**config.mk**
```make
export PLATFORM = sky130hd
export DESIGN_NAME = pgcb_bank
export DESIGN_NICKNAME = d
export VERILOG_FILES = /design/src/pgcb_pkg.sv /design/src/pgcb_bank.sv
export SDC_FILE = /design/constraint.sdc
export NUM_CORES = 2
export LEC_CHECK = 0
export BUFFER_PORTS_ARGS = -buffer_cell sky130_fd_sc_hd__buf_2
export CORE_MARGIN = 2
export CORE_UTILIZATION = 30
export DETAILED_ROUTE_END_ITERATION = 12
export GPL_TIMING_DRIVEN = 0
export PLACE_DENSITY = 0.54
export RECOVER_POWER = 25
export SETUP_SLACK_MARGIN = 0.4
export SYNTH_ARGS = -nofsm -noshare
export SYNTH_HDL_FRONTEND = slang
export SYNTH_SLANG_ARGS = --single-unit
```
**constraint.sdc**
```tcl
create_clock -name pclk -period 4.1 [get_ports pclk]
set_clock_uncertainty 0.2 [all_clocks]
set_input_delay 0.41 -clock pclk [delete_from_list [all_inputs] [get_ports pclk]]
set_output_delay 0.41 -clock pclk [all_outputs]
set_load 0.1 [all_outputs]
```
**src/pgcb_pkg.sv**
```systemverilog
// package: constants and carrier types for the paged gamma config bank
package pgcb_pkg;
  localparam logic [7:0]  PGCB_CMD_PAGE   = 8'hFF;
  localparam logic [7:0]  PGCB_KEY1       = 8'h98;
  localparam logic [7:0]  PGCB_KEY2       = 8'h81;
  localparam logic [7:0]  PGCB_PAGE_MAX   = 8'h0A;
  localparam logic [7:0]  PGCB_PAGE_A     = 8'h09;
  localparam logic [7:0]  PGCB_PAGE_B     = 8'h0A;
  localparam logic [7:0]  PGCB_PAGE_RST   = 8'h00;
  localparam logic [7:0]  PGCB_GAMMA_RST  = 8'h00;
  localparam logic [7:0]  PGCB_GAMMA_LAST = 8'h7F;
  // apb byte offsets
  localparam logic [11:0] PGCB_OFS_CMD    = 12'h000;
  localparam logic [11:0] PGCB_OFS_CTRL   = 12'h004;
  localparam logic [11:0] PGCB_OFS_STAT   = 12'h008;
  // status field positions
  localparam int          PGCB_ST_STEP    = 8;
  localparam int          PGCB_ST_RSVD    = 10;
  localparam int          PGCB_ST_IDLE    = 11;
  // zig-zag panel type codes
  localparam logic [3:0]  PGCB_ZZ_T1      = 4'h9;
  localparam logic [3:0]  PGCB_ZZ_T4      = 4'hC;
  // self-test colours
  localparam logic [23:0] PGCB_GRAY128    = 24'h808080;
  localparam logic [23:0] PGCB_GRAY127    = 24'h7F7F7F;
  localparam logic [8:0]  PGCB_CTRL_RST   = 9'h000;

  typedef enum logic [1:0] {
    PGCB_PS_IDLE = 2'b00,
    PGCB_PS_KEY1 = 2'b01,
    PGCB_PS_KEY2 = 2'b10
  } pgcb_pstate_t;

  // command write: address in [15:8], parameter in [7:0]
  typedef struct packed {
    logic [7:0] addr;
    logic [7:0] data;
  } pgcb_cmd_t;

  // control word, bits [8:0] of the control register
  typedef struct packed {
    logic       idle_mode;
    logic       builtin_pattern_test;
    logic [2:0] selftest_pattern_index;
    logic [3:0] panel_shift_type;
  } pgcb_ctrl_t;
endpackage
```
**src/pgcb_bank.sv**
```systemverilog
// module: paged command bank with blue fine gamma tables and panel control
`timescale 1ns/1ps
`default_nettype none
module pgcb_bank
  import pgcb_pkg::*;
#(
  parameter int N_MAIN = 2400
) (
  input  wire logic        pclk,
  input  wire logic        presetn,
  input  wire logic        ce,
  input  wire logic        psel,
  input  wire logic        penable,
  input  wire logic        pwrite,
  input  wire logic [11:0] paddr,
  input  wire logic [31:0] pwdata,
  output var  logic [31:0] prdata,
  output var  logic        pready,
  output var  logic        pslverr,
  input  wire logic [6:0]  gamma_a_idx,
  input  wire logic [6:0]  gamma_b_idx,
  output var  logic [7:0]  gamma_a_q,
  output var  logic [7:0]  gamma_b_q,
  input  wire logic [11:0] chan_idx,
  input  wire logic        gate_even,
  output var  logic [11:0] subpix_idx,
  output var  logic        subpix_vld,
  output var  logic [2:0]  zz_type,
  input  wire logic [9:0]  pix_x,
  output var  logic [23:0] pattern_rgb,
  output var  logic        pattern_active,
  output var  logic        link_video_mode,
  output var  logic [7:0]  cmd_page
);

  pgcb_pstate_t ps_ff;
  logic [7:0]   page_ff;
  pgcb_ctrl_t   ctrl_ff;
  logic [7:0]   tbl_a_ff [128];
  logic [7:0]   tbl_b_ff [128];
  logic [31:0]  rdata_ff;
  logic         err_ff;
  logic         setup_ok_ff;
  logic [7:0]   gamma_a_ff;
  logic [7:0]   gamma_b_ff;
  logic [11:0]  subpix_ff;
  logic         vld_ff;
  logic [2:0]   zz_type_ff;
  logic [23:0]  rgb_ff;
  logic         pat_ff;

  pgcb_cmd_t    cmd;
  logic         acc;
  logic         wr_cmd;
  logic         wr_ctrl;
  logic         page_rsvd;
  logic [31:0]  nxt_rdata;
  logic         nxt_err;
  logic [11:0]  nxt_subpix;
  logic         nxt_vld;
  logic [2:0]   nxt_zz_type;
  logic [23:0]  nxt_rgb;

  function automatic logic mapped(input logic [11:0] a);
    return a == PGCB_OFS_CMD || a == PGCB_OFS_CTRL || a == PGCB_OFS_STAT;
  endfunction

  function automatic logic [2:0] zz_decode(input logic [3:0] t);
    if (t >= PGCB_ZZ_T1 && t <= PGCB_ZZ_T4) begin
      return 3'(t - PGCB_ZZ_T1) + 3'h1;
    end
    return 3'h0;
  endfunction

  // apb: answer once read data is latched; a setup cycle lost to a low
  // ce costs one wait state, so stale read data is never returned
  assign pready  = ce && setup_ok_ff;
  assign acc     = psel && penable && pready;
  assign cmd     = pgcb_cmd_t'(pwdata[15:0]);
  assign wr_cmd  = acc && pwrite && paddr == PGCB_OFS_CMD;
  assign wr_ctrl = acc && pwrite && paddr == PGCB_OFS_CTRL;
  assign prdata  = rdata_ff;
  assign pslverr = err_ff && pready;

  assign page_rsvd = page_ff > PGCB_PAGE_MAX;

  always_comb begin
    nxt_rdata = 32'h0;
    nxt_err   = !mapped(paddr);
    if (!pwrite && paddr == PGCB_OFS_CTRL) begin
      nxt_rdata[8:0] = ctrl_ff;
    end else if (!pwrite && paddr == PGCB_OFS_STAT) begin
      nxt_rdata[7:0]                 = page_ff;
      nxt_rdata[PGCB_ST_STEP +: 2]   = ps_ff;
      nxt_rdata[PGCB_ST_RSVD]        = page_rsvd;
      nxt_rdata[PGCB_ST_IDLE]        = ctrl_ff.idle_mode;
    end
    if (pwrite && paddr == PGCB_OFS_STAT) begin
      nxt_err = 1'b1;
    end
  end

  // read data and error are latched in the setup cycle, or in the first
  // access cycle that follows a setup frozen by ce
  always_ff @(posedge pclk or negedge presetn) begin
    if (!presetn) begin
      rdata_ff <= 32'h0;
      err_ff   <= 1'b0;
    end else if (ce && psel && !(penable && setup_ok_ff)) begin
      rdata_ff <= nxt_rdata;
      err_ff   <= nxt_err;
    end
  end

  always_ff @(posedge pclk or negedge presetn) begin
    if (!presetn) begin
      setup_ok_ff <= 1'b0;
    end else if (ce) begin
      setup_ok_ff <= psel && !(penable && setup_ok_ff);
    end
  end

  // key sequencer; any other command aborts a half-entered sequence
  always_ff @(posedge pclk or negedge presetn) begin
    if (!presetn) begin
      ps_ff   <= PGCB_PS_IDLE;
      page_ff <= PGCB_PAGE_RST;
    end else if (wr_cmd) begin
      if (cmd.addr != PGCB_CMD_PAGE) begin
        ps_ff <= PGCB_PS_IDLE;
      end else begin
        case (ps_ff)
          PGCB_PS_IDLE: begin
            if (cmd.data == PGCB_KEY1) ps_ff <= PGCB_PS_KEY1;
          end
          PGCB_PS_KEY1: begin
            ps_ff <= (cmd.data == PGCB_KEY2) ? PGCB_PS_KEY2
                                             : PGCB_PS_IDLE;
          end
          PGCB_PS_KEY2: begin
            page_ff <= cmd.data;
            ps_ff   <= PGCB_PS_IDLE;
          end
          default: ps_ff <= PGCB_PS_IDLE;
        endcase
      end
    end
  end

  // no power-state input gates these writes: sleep and idle allow them
  always_ff @(posedge pclk or negedge presetn) begin
    if (!presetn) begin
      for (int i = 0; i < 128; i++) begin
        tbl_a_ff[i] <= PGCB_GAMMA_RST;
        tbl_b_ff[i] <= PGCB_GAMMA_RST;
      end
    end else if (wr_cmd && cmd.addr <= PGCB_GAMMA_LAST) begin
      if (page_ff == PGCB_PAGE_A) begin
        tbl_a_ff[cmd.addr[6:0]] <= cmd.data;
      end
      if (page_ff == PGCB_PAGE_B) begin
        tbl_b_ff[cmd.addr[6:0]] <= cmd.data;
      end
    end
  end

  always_ff @(posedge pclk or negedge presetn) begin
    if (!presetn) begin
      gamma_a_ff <= PGCB_GAMMA_RST;
      gamma_b_ff <= PGCB_GAMMA_RST;
    end else if (ce) begin
      gamma_a_ff <= tbl_a_ff[gamma_a_idx];
      gamma_b_ff <= tbl_b_ff[gamma_b_idx];
    end
  end
  assign gamma_a_q = gamma_a_ff;
  assign gamma_b_q = gamma_b_ff;

  always_ff @(posedge pclk or negedge presetn) begin
    if (!presetn) begin
      ctrl_ff <= pgcb_ctrl_t'(PGCB_CTRL_RST);
    end else if (wr_ctrl) begin
      ctrl_ff <= pgcb_ctrl_t'(pwdata[8:0]);
    end
  end

  // idle mode turns frames into 24bpp command-mode writes; the host
  // keeps to that format, the bank only reports which mode is live
  assign link_video_mode = !ctrl_ff.idle_mode;
  assign cmd_page        = page_ff;

  // source mapping; non-zig-zag panels leave both dummies unused
  always_comb begin
    nxt_zz_type = zz_decode(ctrl_ff.panel_shift_type);
    nxt_subpix  = chan_idx - 12'h001;
    nxt_vld     = chan_idx >= 12'h001 && chan_idx <= 12'(N_MAIN);
    if (nxt_zz_type != 3'h0 && !gate_even) begin
      nxt_subpix = chan_idx;
      nxt_vld    = chan_idx <= 12'(N_MAIN - 1);
    end
  end

  always_ff @(posedge pclk or negedge presetn) begin
    if (!presetn) begin
      subpix_ff  <= 12'h000;
      vld_ff     <= 1'b0;
      zz_type_ff <= 3'h0;
    end else if (ce) begin
      subpix_ff  <= nxt_subpix;
      vld_ff     <= nxt_vld;
      zz_type_ff <= nxt_zz_type;
    end
  end
  assign subpix_idx = subpix_ff;
  assign subpix_vld = vld_ff;
  assign zz_type    = zz_type_ff;

  always_comb begin
    case (ctrl_ff.selftest_pattern_index)
      3'h0:    nxt_rgb = 24'hFFFFFF;
      3'h1:    nxt_rgb = 24'h000000;
      3'h2:    nxt_rgb = 24'hFF0000;
      3'h3:    nxt_rgb = 24'h00FF00;
      3'h4:    nxt_rgb = 24'h0000FF;
      3'h5:    nxt_rgb = PGCB_GRAY128;
      3'h6:    nxt_rgb = PGCB_GRAY127;
      default: nxt_rgb = {{8{~pix_x[9]}}, {8{~pix_x[8]}}, {8{~pix_x[7]}}};
    endcase
  end

  always_ff @(posedge pclk or negedge presetn) begin
    if (!presetn) begin
      rgb_ff <= 24'h000000;
      pat_ff <= 1'b0;
    end else if (ce) begin
      rgb_ff <= ctrl_ff.builtin_pattern_test ? nxt_rgb : 24'h000000;
      pat_ff <= ctrl_ff.builtin_pattern_test;
    end
  end
  assign pattern_rgb    = rgb_ff;
  assign pattern_active = pat_ff;
endmodule
`default_nettype wire

```
==> metrics.md <==
| Metric | Value |
|---|---|
| Clk pin slew, worst setup/hold paths | `60 ps` |
| Root Driver | `clkbuf_16` |
| Non-filler instance count after layout | `approximately 12,000` |
| Max-slew violations | `roughly 830` |
| Post-synth EDFFs | `0` |
| Via density | `~5.5` |
| Outcome | `finished with violations` |
| Place WS | `-2490 ps` |
| Crit Path Category | `input pin to flip-flop` |
| 1st-pass router iterations | `8` |
| Worst Hold Class | `input pin to asynchronous set/reset pin` |
| Layout Nets | `7,294` |
| Sw Share | `between 20% and 30%` |
| Violated checks | `hold timing, capacitance limit, slew limit` |
| RSZ-0062 raised after global routing | `yes` |
| GRT overflow | `0` |
| Final Cycle Share | `a little over nine tenths` |
| Achievable Freq | `between 200 and 300 MHz` |
| Post-route DRC | `0` |
| WL final | `374,000 um` |
| Yosys warnings | `0` |
| Reg2reg path depth | `10` |
| Initial Util | `30.1%` |
| R2r endpoint | `tbl_a_ff[105]` |
| Pwr dens | `roughly 390 nW/um^2` |
| Syn Area/Cell | `between 10 and 15 sq um` |
| Sequential fraction of the synthesis area | `between 50 and 60%` |
| Core Area | `about 320,000 sq um` |
| Die height | `575 um` |
| Crit Path Max Fanout | `10` |
| Pleak | `roughly 55 nW` |
| TritonCTS clock tree | `yes` |
| Die Wd | `about 570 um` |
| Share of cells above drive strength 1 | `approximately half` |
| WP data required | `~4600 ps` |
| CTS sink cnt | `about 2,100` |
| Worst Setup Start Kind | `input pin` |
| Worst-Margin Slew | `between 3000 and 4000 ps` |
| Final ANT Viol Nets | `0` |
| Placer congestion estimate | `0.986` |
| Sequential share of power | `between 40% and 50%` |
| Final Hold Fails | `170` |
| DRT iter0 DRCs | `~6,400` |
| Boundary pin count | `187` |
| Via count | `around 65,000` |
| Setup TNS Final | `0 ps` |
| Clock network power share | `46.2%` |
| NetSw | `around 0.012 W` |
| FP Rows | `~210` |
| Min Tclk post-route | `between 3000 and 4000 ps` |
| Vias in the first global route | `around 66,000` |
| Crit end category | `flip-flop` |
| H-tree depth | `4` |
| Synth Register Bits | `2,120` |
| Cell total after placement | `~11,000` |
| Int Pwr | `0.0335 W` |
| TritonCTS buffer count | `225` |
| Synth Cell Area | `97,700 sq um` |
| Global-route wire length before repair | `between 500,000 and 600,000 um` |
| Clk_lat worst skew | `approximately 890 ps` |
| Syn-to-layout area delta | `18.8%` |
| Hold slack | `-724 ps` |
| Initial antenna violation count | `41` |
| Die area | `~330,000 sq um` |
| Asr flop ratio synth | `between 90% and 100%` |
| Max Cap Viol | `13` |
| Top_reg_cell synth | `dfrtp_1` |
| Largest net degree at the start of global routing | `~170` |
| Worst r2r src | `cmd_page[6]` |
| Clk buf depth | `4` |
| WL/cell | `roughly 32 um` |
| VDD IR-drop max | `roughly 0.00034 V` |
| Rel. slew slack | `-110%` |
| # setup viols final | `0` |
| Arr. time, crit path | `approximately 4400 ps` |
| Gr usage total | `22.1%` |
| Hpwl dp | `264,000 um` |
| Netlist cell types | `between 60 and 70` |
| Gate power share | `around 7%` |
| Worst R2R Setup Slack | `290 ps` |
| Final core occ | `35.8%` |
| Buffers on Ports | `about 130` |
| Syn Inst Count | `around 6,600` |
| Setup ws final | `between 200 and 250 ps` |
## cell usage after synthesis, drive strengths merged, types with 13 or more instances
cell | instances | area, sq um
a211oi | 15 | 113
a21oi | 40 | 200
a22oi | 45 | 338
a31oi | 38 | 238
and2 | 13 | 81.3
buf | 147 | 764
clkbuf | 379 | 1420
dfrtp | 2120 | 53100
inv | 23 | 86.3
mux2 | 2072 | 23300
mux2i | 306 | 3060
mux4 | 394 | 8870
nand2 | 250 | 1140
nand2b | 45 | 282
nand3 | 71 | 370
nor2 | 204 | 1010
nor2b | 60 | 375
nor3 | 33 | 255
o211ai | 41 | 308
o21ai | 49 | 245
o221ai | 57 | 499
o22ai | 94 | 588
## cell families after synthesis
logic type,synth area share [%]
AO/OA/AOI/OAI,3.03
AND/OR/NAND/NOR,4.11
XOR/XNOR,0.117
multiplexers,36.1
buffers and inverters,2.33
adder cells (fa/ha/maj),0.0384
other,0.00384
flip-flops,54.3
## metrics by stage
step,instance area [sq um],power (W)
after global placement,104000,0.0245
after detailed placement,105000,0.0245
after floorplan,97900,0.0227
after global routing,116000,0.0463
after CTS,115000,0.0453
final,116000,0.0451
## worst max path at each step
| stage | end | cells past startpoint | slack, ps | from |
|---|---|---|---|---|
| floorplan | tbl_b_ff[192] | 7 | 390 | cmd_page[5] |
| global placement | cmd_page[5] | 1 | -50790 | presetn |
| detailed placement | gamma_b_q[3] | 11 | -2490 | gamma_b_idx[1] |
| CTS | tbl_a_ff[110] | 10 | 250 | cmd_page[6] |
| global route | tbl_b_ff[19] | 7 | 250 | cmd_page[6] |
| finish | gamma_b_q[7] | 8 | 240 | gamma_b_idx[3] |
## sequential cells by signal (all words and copies together), names as in the netlist
| register | count |
|---|---|
| pattern_rgb | 6 |
| prdata | 12 |
| err_ff | 1 |
| ps_ff | 2 |
| subpix_idx | 12 |
| zz_type | 3 |
| gamma_b_q | 8 |
| subpix_vld | 1 |
| setup_ok_ff | 1 |
| tbl_a_ff | 1024 |
| ctrl_ff | 9 |
| tbl_b_ff | 1024 |
| gamma_a_q | 8 |
| pattern_active | 1 |
| cmd_page | 8 |
## placed cells by master, fill, tap and decap left out, types with 14 or more instances in the layout
cell type	n
buf_2	153
nand2_2	64
mux4_2	394
nand2b_1	45
o211ai_1	41
dlygate4sd3_1	40
nand2_1	137
clkbuf_4	25
buf_4	104
mux2_1	44
a211oi_1	15
nor3_1	17
clkbuf_8	56
nor2_1	77
buf_12	69
conb_1	20
a31oi_1	38
dfrtp_1	2116
clkbuf_16	230
o221ai_1	57
clkinv_2	36
clkbuf_1	348
nand3_1	62
clkbuf_2	69
mux2_2	1971
buf_16	23
nor2b_1	60
nor2_2	54
nand2_4	41
a22oi_1	45
nor2_4	73
a21oi_1	40
o21ai_0	49
buf_1	28
mux2i_1	306
buf_6	14
inv_1	23
diode_2	29
o22ai_1	94
mux2_4	57
## layout make-up
class / instances / area [sq um]
plain buffers: 526 / 2780
clock inverters: 67 / 749
multi-input cells: 3977 / 43700
flip-flops and latches: 2120 / 53100
diodes: 29 / 72.6
repair buffers: 330 / 3580
inverters: 24 / 90.1
well taps: 4325 / 5410
fillers: 30988 / 208000
clock buffers: 329 / 6620
## timing repair
action / in CTS / in global routing
gates cloned: 7 / 5
hold endpoints to repair: 169 / 160
resized for setup: 365 / 166
buffers inserted: 78 / 32
pin swaps: 47 / 11
setup endpoints to repair: 2314 / 1599
hold buffers: 40 / 2
## power by group through the flow
stage	combinational [W]	sequential, W	clock [W]
3_3_place_gp	0.00302	0.0214	0
2_1_floorplan	0.00111	0.0216	0
3_5_place_dp	0.00313	0.0214	0
4_1_cts	0.00320	0.0210	0.0211
6_report	0.00324	0.0210	0.0208
5_1_grt	0.00335	0.0210	0.0219
## critical path: stages
cell and delay (ps):
clkbuf_1 520, clkbuf_2 570, clkbuf_2 580, clkbuf_1 830, o22ai_1 360, a32oi_1 470
nor2_1 140, a311oi_2 450
## per-layer routing
| metal | part of all wire, % | global-route usage, % | wire [um] | vias up |
|---|---|---|---|---|
| met5 | 0.014 | 0.445 | 51 | - |
| met4 | 5.2 | 10.9 | 19500 | 8 |
| met3 | 7.9 | 4.55 | 29400 | 711 |
| met2 | 44 | 33.2 | 165000 | 2764 |
| met1 | 43 | 30.3 | 160000 | 35459 |
| li1 | - | - | - | 25760 |
(Power assumes the default switching activity.)
